<file path="config.mk">
export PLATFORM = sky130hd
export DESIGN_NAME = dsm_exec
export DESIGN_NICKNAME = d
export VERILOG_FILES = /design/src/dsm_pkg.sv /design/src/dsm_exec.sv /design/src/dsm_multiplier.sv
export SDC_FILE = /design/constraint.sdc
export NUM_CORES = 1
export LEC_CHECK = 0
export BUFFER_PORTS_ARGS = -buffer_cell sky130_fd_sc_hd__buf_2
export CORE_MARGIN = 4
export CORE_UTILIZATION = 65
export CTS_BUF_LIST = sky130_fd_sc_hd__clkbuf_16
export CTS_CLUSTER_DIAMETER = 100
export DETAILED_ROUTE_END_ITERATION = 10
export PLACE_DENSITY = 0.95
export SLEW_MARGIN = 10
export SYNTH_ARGS = -nofsm -noshare
export SYNTH_HDL_FRONTEND = slang
export SYNTH_HIERARCHICAL = 1
export SYNTH_SLANG_ARGS = --single-unit
export TNS_END_PERCENT = 50
</file>
<file path="constraint.sdc">
create_clock -name ref_clk -period 8.8 [get_ports ref_clk]
set_input_delay 0.88 -clock ref_clk [delete_from_list [all_inputs] [get_ports ref_clk]]
set_output_delay 0.88 -clock ref_clk [all_outputs]
set_load 0.05 [all_outputs]
</file>
<file path="src/dsm_pkg.sv">
// constants, encodings and types shared by the decrement-skip/multiply unit
package dsm_pkg;
   // ==========================================================
   // widths
   localparam int unsigned DATA_W   = 8;
   localparam int unsigned ADDR_W   = 12;
   localparam int unsigned BANK_W   = 4;
   localparam int unsigned PROD_W   = 16;
   localparam int unsigned INSTR_W  = 16;
   localparam int unsigned REG_AW   = 4;
   localparam int unsigned CLK_MHZ  = 250;

   // ==========================================================
   // instruction fields
   localparam int unsigned DEST_BIT   = 9;
   localparam int unsigned ACCESS_BIT = 8;
   localparam logic [5:0] OPC_DEC_SKIP_Z  = 6'h0B;
   localparam logic [5:0] OPC_DEC_SKIP_NZ = 6'h13;
   localparam logic [7:0] OPC_MUL_LIT     = 8'h0D;
   localparam logic [6:0] OPC_MUL_FILE    = 7'h01;
   localparam logic [7:0] ACCESS_SPLIT    = 8'h5F;
   localparam logic [3:0] ACCESS_HI_BANK  = 4'hF;

   // ==========================================================
   // phases of one instruction cycle
   localparam logic [1:0] PH_Q1 = 2'h0;
   localparam logic [1:0] PH_Q2 = 2'h1;
   localparam logic [1:0] PH_Q3 = 2'h2;
   localparam logic [1:0] PH_Q4 = 2'h3;
   localparam int unsigned PHASE_DIV_DEF = 1;
   localparam logic [1:0] NOP_ONE_WORD = 2'h1;
   localparam logic [1:0] NOP_TWO_WORD = 2'h2;

   // ==========================================================
   // register offsets and reset values
   localparam logic [3:0] OFS_CTRL     = 4'h0;
   localparam logic [3:0] OFS_BANK_SEL = 4'h1;
   localparam logic [3:0] OFS_WORK     = 4'h2;
   localparam logic [3:0] OFS_IDX_LO   = 4'h3;
   localparam logic [3:0] OFS_IDX_HI   = 4'h4;
   localparam logic [3:0] OFS_PROD_LO  = 4'h5;
   localparam logic [3:0] OFS_PROD_HI  = 4'h6;
   localparam logic [3:0] OFS_STATUS   = 4'h7;
   localparam logic [7:0] RST_BYTE     = 8'h00;
   localparam logic [3:0] RST_BANK     = 4'h0;
   localparam logic [11:0] RST_IDX     = 12'h000;

   // ==========================================================
   // types
   typedef enum logic [2:0] {
      ST_IDLE = 3'b001,
      ST_EXEC = 3'b010,
      ST_SKIP = 3'b100
   } dsm_state_e;

   typedef enum logic [2:0] {
      OP_NONE = 3'h0,
      OP_DSZ  = 3'h1,
      OP_DSNZ = 3'h2,
      OP_MULL = 3'h3,
      OP_MULF = 3'h4
   } dsm_op_e;
endpackage

</file>
<file path="src/dsm_exec.sv">
// decrement-skip and multiply execution unit with its register port
//
// Design decisions made here: the register offsets and the address-and-strobe port.
module dsm_exec
   import dsm_pkg::*;
#(
   parameter int unsigned PHASE_DIV = PHASE_DIV_DEF
) (
   input  wire logic                ref_clk,
   input  wire logic                rst_n,
   // instruction port
   input  wire logic                instr_valid,
   input  wire logic [INSTR_W-1:0]  instr_word,
   input  wire logic                next_two_word,
   output logic                     instr_ready,
   output logic                     nop_active,
   output logic                     skip_taken_q,
   output logic                     cycle_start,
   // data memory port
   output logic      [ADDR_W-1:0]   dmem_addr_q,
   output logic                     dmem_rd_q,
   output logic                     dmem_wr_q,
   output logic      [DATA_W-1:0]   dmem_wdata_q,
   input  wire logic [DATA_W-1:0]   dmem_rdata,
   // register port
   input  wire logic [REG_AW-1:0]   reg_addr,
   input  wire logic [DATA_W-1:0]   reg_wdata,
   input  wire logic                reg_wr,
   input  wire logic                reg_rd,
   output logic      [DATA_W-1:0]   reg_rdata_q,
   output logic      [DATA_W-1:0]   acc_q
);
   // ==========================================================
   // decode helpers
   function automatic dsm_op_e decode_op(input logic [INSTR_W-1:0] w);
      dsm_op_e op;
      op = OP_NONE;
      if (w[15:10] == OPC_DEC_SKIP_Z) begin
         op = OP_DSZ;
      end else if (w[15:10] == OPC_DEC_SKIP_NZ) begin
         op = OP_DSNZ;
      end else if (w[15:8] == OPC_MUL_LIT) begin
         op = OP_MULL;
      end else if (w[15:9] == OPC_MUL_FILE) begin
         op = OP_MULF;
      end
      return op;
   endfunction

   function automatic logic is_decrement(input dsm_op_e op);
      return (op == OP_DSZ) || (op == OP_DSNZ);
   endfunction

   // ==========================================================
   // phase divider
   localparam int unsigned DIV_W = (PHASE_DIV > 1) ? $clog2(PHASE_DIV) : 1;
   localparam logic [DIV_W-1:0] DIV_LAST = DIV_W'(PHASE_DIV - 1);

   logic [DIV_W-1:0] div_q;
   logic [1:0]       phase_q;
   wire              phase_en = (div_q == DIV_LAST);

   always_ff @(posedge ref_clk or negedge rst_n) begin
      if (!rst_n) begin
         div_q <= '0;
      end else begin
         div_q <= phase_en ? '0 : div_q + DIV_W'(1);
      end
   end

   always_ff @(posedge ref_clk or negedge rst_n) begin
      if (!rst_n) begin
         phase_q <= PH_Q1;
      end else if (phase_en) begin
         phase_q <= phase_q + 2'h1;
      end
   end

   wire at_q1 = phase_en && (phase_q == PH_Q1);
   wire at_q3 = phase_en && (phase_q == PH_Q3);
   wire at_q4 = phase_en && (phase_q == PH_Q4);

   // ==========================================================
   // software registers
   logic              ext_en_q;
   logic [BANK_W-1:0] bank_q;
   logic [ADDR_W-1:0] idx_base_q;
   logic [DATA_W-1:0] prod_lo_q;
   logic [DATA_W-1:0] prod_hi_q;
   logic [DATA_W-1:0] acc_d;

   wire wr_ctrl = reg_wr && (reg_addr == OFS_CTRL);
   wire wr_bank = reg_wr && (reg_addr == OFS_BANK_SEL);
   wire wr_work = reg_wr && (reg_addr == OFS_WORK);
   wire wr_idxl = reg_wr && (reg_addr == OFS_IDX_LO);
   wire wr_idxh = reg_wr && (reg_addr == OFS_IDX_HI);

   always_ff @(posedge ref_clk or negedge rst_n) begin
      if (!rst_n) begin
         ext_en_q   <= 1'b0;
         bank_q     <= RST_BANK;
         idx_base_q <= RST_IDX;
      end else begin
         if (wr_ctrl) ext_en_q <= reg_wdata[0];
         if (wr_bank) bank_q <= reg_wdata[BANK_W-1:0];
         if (wr_idxl) idx_base_q[7:0] <= reg_wdata;
         if (wr_idxh) idx_base_q[11:8] <= reg_wdata[3:0];
      end
   end

   // ==========================================================
   // state machine
   dsm_state_e        st_q;
   dsm_state_e        st_d;
   dsm_op_e           op_q;
   logic [INSTR_W-1:0] iw_q;
   logic              two_word_q;
   logic [1:0]        nop_left_q;
   logic [DATA_W-1:0] dec_q;

   wire dsm_op_e in_op  = decode_op(instr_word);
   wire          accept = at_q1 && (st_q == ST_IDLE) && instr_valid
                          && (in_op != OP_NONE);
   wire          q_dec  = is_decrement(op_q);
   wire          q_mul  = (op_q == OP_MULL) || (op_q == OP_MULF);

   // skip decision taken on the freshly decremented value
   wire skip_now = ((op_q == OP_DSZ) && (dec_q == RST_BYTE))
                || ((op_q == OP_DSNZ) && (dec_q != RST_BYTE));
   wire [1:0] nop_count = two_word_q ? NOP_TWO_WORD
                                     : NOP_ONE_WORD;

   always_comb begin
      st_d = st_q;
      case (st_q)
         ST_IDLE: begin
            if (accept) st_d = ST_EXEC;
         end
         ST_EXEC: begin
            if (at_q4) st_d = (q_dec && skip_now) ? ST_SKIP : ST_IDLE;
         end
         ST_SKIP: begin
            if (at_q4 && (nop_left_q == NOP_ONE_WORD)) st_d = ST_IDLE;
         end
         default: st_d = ST_IDLE;
      endcase
   end

   always_ff @(posedge ref_clk or negedge rst_n) begin
      if (!rst_n) begin
         st_q <= ST_IDLE;
      end else begin
         st_q <= st_d;
      end
   end

   always_ff @(posedge ref_clk or negedge rst_n) begin
      if (!rst_n) begin
         op_q       <= OP_NONE;
         iw_q       <= '0;
         two_word_q <= 1'b0;
      end else if (accept) begin
         op_q       <= in_op;
         iw_q       <= instr_word;
         two_word_q <= next_two_word;
      end
   end

   // one no-op instruction cycle per discarded word
   always_ff @(posedge ref_clk or negedge rst_n) begin
      if (!rst_n) begin
         nop_left_q <= 2'h0;
      end else if ((st_q == ST_EXEC) && at_q4) begin
         nop_left_q <= nop_count;
      end else if ((st_q == ST_SKIP) && at_q4) begin
         nop_left_q <= nop_left_q - 2'h1;
      end
   end

   // ==========================================================
   // operand address
   wire [7:0] in_f    = instr_word[7:0];
   wire       in_abit = instr_word[ACCESS_BIT];
   wire       in_file = (in_op == OP_DSZ) || (in_op == OP_DSNZ)
                        || (in_op == OP_MULF);
   wire       in_low  = (in_f <= ACCESS_SPLIT);
   wire       in_idx  = !in_abit && ext_en_q && in_low;
   wire [ADDR_W-1:0] idx_addr  = idx_base_q + {4'h0, in_f};
   wire [ADDR_W-1:0] bank_addr = {bank_q, in_f};
   wire [ADDR_W-1:0] acc_addr  = in_low ? {4'h0, in_f}
                                        : {ACCESS_HI_BANK, in_f};
   wire [ADDR_W-1:0] op_addr   = in_idx ? idx_addr
                               : (in_abit ? bank_addr : acc_addr);

   // ==========================================================
   // data path
   // read strobe sits in the second phase, data sampled in the third;
   // with PHASE_DIV above one the memory must hold its read data
   wire              use_lit = (op_q == OP_MULL);
   wire [DATA_W-1:0] opnd    = use_lit ? iw_q[7:0] : dmem_rdata;
   wire              exec_q3 = (st_q == ST_EXEC) && at_q3;
   wire              exec_q4 = (st_q == ST_EXEC) && at_q4;
   wire              to_file = q_dec && iw_q[DEST_BIT];
   wire              to_acc  = q_dec && !iw_q[DEST_BIT];
   logic [PROD_W-1:0] product;

   dsm_multiplier #(
      .W (DATA_W)
   ) u_mul (
      .ref_clk   (ref_clk),
      .rst_n     (rst_n),
      .load      (exec_q3 && q_mul),
      .op_a      (acc_q),
      .op_b      (opnd),
      .product_q (product)
   );

   always_ff @(posedge ref_clk or negedge rst_n) begin
      if (!rst_n) begin
         dec_q <= RST_BYTE;
      end else if (exec_q3 && q_dec) begin
         dec_q <= opnd - 8'h01;
      end
   end

   always_ff @(posedge ref_clk or negedge rst_n) begin
      if (!rst_n) begin
         dmem_addr_q  <= '0;
         dmem_rd_q    <= 1'b0;
         dmem_wr_q    <= 1'b0;
         dmem_wdata_q <= RST_BYTE;
      end else begin
         dmem_rd_q <= accept && in_file;
         dmem_wr_q <= exec_q4 && to_file;
         if (accept) dmem_addr_q <= op_addr;
         if (exec_q4 && to_file) dmem_wdata_q <= dec_q;
      end
   end

   // product pair written in the fourth phase; the skip flag skip_taken_q is loaded in the same phase, set only by a taken skip
   always_ff @(posedge ref_clk or negedge rst_n) begin
      if (!rst_n) begin
         prod_lo_q <= RST_BYTE;
         prod_hi_q <= RST_BYTE;
      end else if (exec_q4 && q_mul) begin
         prod_hi_q <= product[15:8];
         prod_lo_q <= product[7:0];
      end
   end

   // hardware write of the working register beats a software write
   always_comb begin
      acc_d = acc_q;
      if (exec_q4 && to_acc) begin
         acc_d = dec_q;
      end else if (wr_work) begin
         acc_d = reg_wdata;
      end
   end

   always_ff @(posedge ref_clk or negedge rst_n) begin
      if (!rst_n) begin
         acc_q <= RST_BYTE;
      end else begin
         acc_q <= acc_d;
      end
   end

   always_ff @(posedge ref_clk or negedge rst_n) begin
      if (!rst_n) begin
         skip_taken_q <= 1'b0;
      end else if (exec_q4) begin
         skip_taken_q <= q_dec && skip_now;
      end
   end

   // ==========================================================
   // handshake outputs
   assign instr_ready = at_q1 && (st_q == ST_IDLE);
   assign nop_active  = (st_q == ST_SKIP);
   assign cycle_start = at_q1;

   // ==========================================================
   // register read
   wire [DATA_W-1:0] status_w = {5'h00, skip_taken_q, nop_active,
                                 (st_q != ST_IDLE)};
   logic [DATA_W-1:0] rd_mux;

   always_comb begin
      case (reg_addr)
         OFS_CTRL:     rd_mux = {7'h00, ext_en_q};
         OFS_BANK_SEL: rd_mux = {4'h0, bank_q};
         OFS_WORK:     rd_mux = acc_q;
         OFS_IDX_LO:   rd_mux = idx_base_q[7:0];
         OFS_IDX_HI:   rd_mux = {4'h0, idx_base_q[11:8]};
         OFS_PROD_LO:  rd_mux = prod_lo_q;
         OFS_PROD_HI:  rd_mux = prod_hi_q;
         OFS_STATUS:   rd_mux = status_w;
         default:      rd_mux = RST_BYTE;
      endcase
   end

   always_ff @(posedge ref_clk or negedge rst_n) begin
      if (!rst_n) begin
         reg_rdata_q <= RST_BYTE;
      end else begin
         reg_rdata_q <= reg_rd ? rd_mux : RST_BYTE;
      end
   end
endmodule // dsm_exec

</file>
<file path="src/dsm_multiplier.sv">
// unsigned 8x8 multiplier, product captured on a load enable
module dsm_multiplier
   import dsm_pkg::*;
#(
   parameter int unsigned W = DATA_W
) (
   input  wire logic           ref_clk,
   input  wire logic           rst_n,
   input  wire logic           load,
   input  wire logic [W-1:0]   op_a,
   input  wire logic [W-1:0]   op_b,
   output logic      [2*W-1:0] product_q
);
   // ==========================================================
   // product register
   // no carry or zero indication is produced, by design
   wire [2*W-1:0] product_d = op_a * op_b;

   always_ff @(posedge ref_clk or negedge rst_n) begin
      if (!rst_n) begin
         product_q <= '0;
      end else if (load) begin
         product_q <= product_d;
      end
   end
endmodule // dsm_multiplier

</file>
Yosys cells after proc, flatten, opt, wreduce, memory -nomap -nowiden
Cells that the tools add are included.
Cells by class
  $add $sub $neg: 5
  multiply operators: 1
  order comparisons: 1
  equal/unequal tests: 28
  multiplexer cells: 21
  bitwise gates (word level): 1
  reduce and logical (&&, ||, !) cells: 43
Operator list (count)
  $pmux 8 s8: 1
  $mux 12: 3
  $mux 8: 4
  $logic_and 1x1->1: 28
  $mux 3: 8
  $eq 4x3->1 const B: 4
  $mul 8x8->16: 1
  $add 12x8->12: 1
  $eq 3x2->1 const B: 4
  $eq 3x1->1 const B: 3
  $eq 3x3->1 const B: 3
  $pmux 3 s3: 1
  $eq 4x2->1 const B: 2
  $eq 8x4->1 const B: 1
  $le 8x7->1 const B: 1
  $logic_not 8->1: 1
  $reduce_bool 8->1: 1
  $sub 8x1->8 const B: 1
  $eq 7x1->1 const B: 1
  $eq 6x4->1 const B: 1
  $eq 6x5->1 const B: 1
  $mux 2: 3
  $logic_or 1x1->1: 5
  $eq 2x2->1 const B: 2
  16 further kinds: 19
Storage, ports and cells
  bits in registers: 118
  bits of input ports: 42
  word-level logic and storage cells: 122

Longest topological paths before layout
  word-level depth: 9
  gate-level depth with buffers: 20
  gate-level depth less buffers: 18

By module
Netlist, hierarchy kept.
Modules (own cells, without submodules)
  dsm_exec: instances 1, cells an instance 526, area an instance 5327.6 sq um
  dsm_multiplier: instances 1, cells an instance 279, area an instance 2663.8 sq um

Worst setup path after synthesis
OpenSTA, ideal clock, no wires.
  path type: flip-flop to flip-flop
  start: reg op_q[2]
  end: reg u_mul.product_q[12]
  setup time: 125 ps
  arrival time: 4776 ps
  path slack: 3900 ps
  cell stages (with the launch flop): 17
  buffers on the path: 1
  path through: dfrtp_1 > nand3b_4 > buf_2 > mux2_2 > and2_1 > fa_1 > fa_1 > fa_1 > inv_1 > fa_1 > inv_1 > ha_1 > a21oi_2 > o211ai_2 > a31oi_2 > xnor2_1 > mux2_2
On the way
  cells in the longest elaborated chain, start to end: 3
  elaborated cells between the ends (all ways): 6
  classes of those cells: mul: 1; eq/ne: 2; mux: 1; reduce/logical: 2
RTL lines
  start, declared: line dsm_exec.sv:115  | dsm_op_e op_q;
  start signal, assigned: line dsm_exec.sv:163  | op_q <= in_op;
  $eq 3x2->1: line dsm_exec.sv:199  | wire use_lit = (op_q == OP_MULL);
  $mux 8: line dsm_exec.sv:200  | wire [DATA_W-1:0] opnd = use_lit ? iw_q[7:0] : dmem_rdata;
  via opnd[7]: line dsm_exec.sv:200
  $mul 8x8->16: line dsm_multiplier.sv:17  | wire [2*W-1:0] product_d = op_a * op_b;
  end signal, assigned: line dsm_multiplier.sv:23  | product_q <= product_d;
  end, declared: line dsm_multiplier.sv:12  | output logic [2*W-1:0] product_q
The timed path passes the listed nets, and every way through them passes these cells.
A chain may end at the register's enable or synchronous reset.

Worst setup path in the final report
  start: reg op_q[2]
  end: reg u_mul.product_q[15]
Same word-level chain as after synthesis.

==> flow_metrics.env <==
export IMPL_clock_latency_ps=420
export IMPL_ys_warn_count=6
export IMPL_slew_headroom=0.330
export IMPL_grt_pass1_wl_um=36500
export IMPL_postCtsHoldBufs=0
export IMPL_synth_nets=933
export IMPL_num_nets_final=1012
export IMPL_viasPerCell=6.56
export IMPL_fp_coreArea_sq_um=12000
export IMPL_clockBufferDepth=2
export IMPL_worstSetupStartpointType="register"
export IMPL_grt_usage=0.330
export IMPL_crit_type="reg2reg"
export IMPL_final_layout_size_suffix_gt1_frac=0.211
export IMPL_routed_wl_um=22500
export IMPL_root_buffer="clkbuf_16"
export IMPL_drc_errors=0
export IMPL_slew_violations=0
export IMPL_cp_required_ps=9150
export IMPL_r2r_start="op_q[2]$_DFFE_PN0P_"
export IMPL_holdPathStages=1
export IMPL_reg2reg_depth=18
export IMPL_synth_area_per_cell_sq_um=9.93
export IMPL_finalCriticalPeriod_ps=5260
export IMPL_cts_htree_levels=4
export IMPL_first_pass_iters=6
export IMPL_synthArstFlopShare=1.00
export IMPL_rsz0062_at_grt="no"
export IMPL_die_w_um=119
export IMPL_clk_pin_slew_ps=60
export IMPL_critPathCaptureType="register"
export IMPL_post_cts_buffers=0
export IMPL_worstHoldStart="dmem_wdata_q[4]$_DFFE_PN0P_"
export IMPL_area_growth_pct=13.5
export IMPL_numCtsBuffers=17
export IMPL_worst_r2r_setup_slack_ps=3540
export IMPL_cts_tree="done"
export IMPL_max_freq_mhz=190
export IMPL_mostFrequentLayoutCells="dfrtp_1 (115), nand2_1 (101), buf_2 (82)"
export IMPL_skew_ps=7.96
export IMPL_grt_max_degree=61
export IMPL_hpwl_um=15300
export IMPL_grt_overflow_total=0
export IMPL_synthTopCellsByArea="dfrtp_1 (36%), fa_1 (9.3%), mux2_2 (8.2%), ha_1 (7.7%), nand2_1 (4.7%)"
export IMPL_start_util=0.665
export IMPL_die_area_sq_um=14100
export IMPL_numPortBuffers=83
export IMPL_wl_per_cell_um=21.5
export IMPL_r2r_end="u_mul/product_q[15]$_DFFE_PN0P_"
export IMPL_hp_class="reg2reg"
export IMPL_hold_viol=0
export IMPL_tightest_slew_ps=1000
export IMPL_drt_iter0_markers=726
export IMPL_max_cap_violations=0
export IMPL_vdd_ir_drop_worst_v=0.000201
export IMPL_setup_viol=0
export IMPL_power_density_nw_per_um2=311
export IMPL_vias=6844
export IMPL_ios=84
export IMPL_std_cell_rows=40
export IMPL_synth_top_cell_area_share=0.360
export IMPL_worstHoldEndpoint="dmem_wdata_q[4]$_DFFE_PN0P_"
export IMPL_synthCells=805
export IMPL_synth_cell_type_count=73
export IMPL_ys_ff_latch=116
export IMPL_fin_crit_sh=0.598
export IMPL_num_fill_cells=734
export IMPL_pre_cts_ws_ps=3550
export IMPL_cts_sinks=116
export IMPL_tns_ps=0
export IMPL_synth_top_cell_by_area="dfrtp_1"
export IMPL_place_congestion=0.956
export IMPL_synthFlopType="dfrtp_1"
export IMPL_ys_seq_area_frac=0.363
export IMPL_netlist_area_sq_um=7990
export IMPL_power_leakage_nw=4.61
export IMPL_die_h_um=119
export IMPL_final_common_cell="dfrtp_1"
export IMPL_synth_edf_count=0
export IMPL_drtAntennaViolNets=0
export IMPL_grt_pass1_vias=7071
export IMPL_status="finished clean"
export IMPL_hold_slack_ps=496
export IMPL_arrival_ps=5610
export IMPL_cts_resized=0
export IMPL_antenna_found_initial=2
export IMPL_cp_max_fo=16
export IMPL_setup_slack_ps=3540
-- stage by stage --
step	total power, mW	utilization	instances	cell area (sq um)
6_report	2.83	0.755	1044	9070
2_1_floorplan	1.70	-	805	7990
3_5_place_dp	2.03	0.707	1012	8500
3_3_place_gp	1.96	0.707	1012	8500
5_1_grt	3.00	0.755	1044	9070
4_1_cts	2.79	0.755	1043	9070
-- synth_stat cells, types with 3 or more instances --
| library cell | count |
|---|---|
| dfrtp_1 | 115 |
| nand2_1 | 101 |
| inv_1 | 76 |
| mux2_2 | 58 |
| ha_1 | 49 |
| and2_1 | 48 |
| o21ai_0 | 43 |
| fa_1 | 37 |
| nor2_1 | 35 |
| a21oi_1 | 34 |
| mux2i_1 | 18 |
| nand3_1 | 17 |
| xnor2_1 | 15 |
| clkbuf_1 | 14 |
| nor2b_1 | 9 |
| a31oi_1 | 8 |
| a21o_1 | 7 |
| buf_2 | 7 |
| nor3_1 | 7 |
| a22o_1 | 6 |
| and3_1 | 6 |
| a211oi_1 | 5 |
| nand2b_1 | 5 |
| xor2_1 | 5 |
| a222oi_1 | 4 |
| nor4_1 | 4 |
| o2111ai_1 | 4 |
| o211ai_1 | 4 |
| a211oi_2 | 3 |
| a32oi_1 | 3 |
| and4_1 | 3 |
| nand4_1 | 3 |
-- logic make-up after synthesis --
family,share of synthesized area
AO/OA/AOI/OAI,0.128
XOR/XNOR,0.0219
adder cells (fa/ha/maj),0.169
buffers and inverters,0.0496
flip-flops,0.363
multiplexers,0.104
AND/OR/NAND/NOR,0.164
-- critical path, stage by stage, from the launching register on --
cell and delay (ps):
dfrtp_1 480, nand3b_4 330, mux2i_1 320, inv_1 180, and2_1 190, fa_1 500, inv_1 60, fa_1 480
inv_1 60, fa_1 520, inv_1 60, fa_1 530, inv_1 50, ha_1 350, o211ai_1 140, a21oi_2 210
o21ai_1 170, or3_1 430, nand3_1 130
-- per-layer routing --
layer | GRT usage | up-vias | part of all wire
li1 | - | 2947 | -
met1 | 0.400 | 3299 | 0.36
met2 | 0.534 | 482 | 0.48
met3 | 0.0888 | 114 | 0.11
met4 | 0.188 | 2 | 0.051
met5 | 0 | - | 0.00036
-- worst max path at each step --
stage | start | end | slack, ps | depth (start not counted)
5_1_grt | op_q[2]$_DFFE_PN0P_ | u_mul/product_q[14]$_DFFE_PN0P_ | 3260 | 18
3_5_place_dp | dmem_rdata[2] | u_mul/product_q[14]$_DFFE_PN0P_ | 3550 | 18
6_report | op_q[2]$_DFFE_PN0P_ | u_mul/product_q[15]$_DFFE_PN0P_ | 3540 | 18
4_1_cts | op_q[2]$_DFFE_PN0P_ | u_mul/product_q[14]$_DFFE_PN0P_ | 3600 | 17
2_1_floorplan | op_q[2]$_DFFE_PN0P_ | u_mul/product_q[12]$_DFFE_PN0P_ | 3900 | 16
3_3_place_gp | dmem_rdata[4] | u_mul/product_q[14]$_DFFE_PN0P_ | 3690 | 17
-- state kept, by name (all words and copies together), names as in the netlist, 3 cells and up --
name and flops:
bank_q 4, idx_base_q 12, reg_rdata_q 8, prod_hi_q 8, st_q 3, iw_q 9, prod_lo_q 8, dec_q 8
dmem_wdata_q 8, acc_q 8, dmem_addr_q 12, op_q 3, u_mul/product_q 16
-- final cells by class --
| cell class | count | area [sq um] | share of cell area |
|---|---|---|---|
| multi-input cells | 588 | 4690 | 0.517 |
| flip-flops and latches | 116 | 2900 | 0.320 |
| repair buffers | 85 | 433 | 0.0477 |
| clock buffers | 17 | 425 | 0.0469 |
| inverters | 76 | 285 | 0.0314 |
| well taps | 147 | 184 | 0.0203 |
| clock inverters | 14 | 146 | 0.0161 |
| diodes | 1 | 2.50 | 0.000276 |
-- power breakdown --
part | leakage [nW] | internal, mW | switching [mW]
Clock | 0.279 | 0.435 | 0.242
Combinational | 2.84 | 0.585 | 0.916
Sequential | 1.49 | 0.575 | 0.0731
No activity file was read; power rests on OpenSTA's default activity.
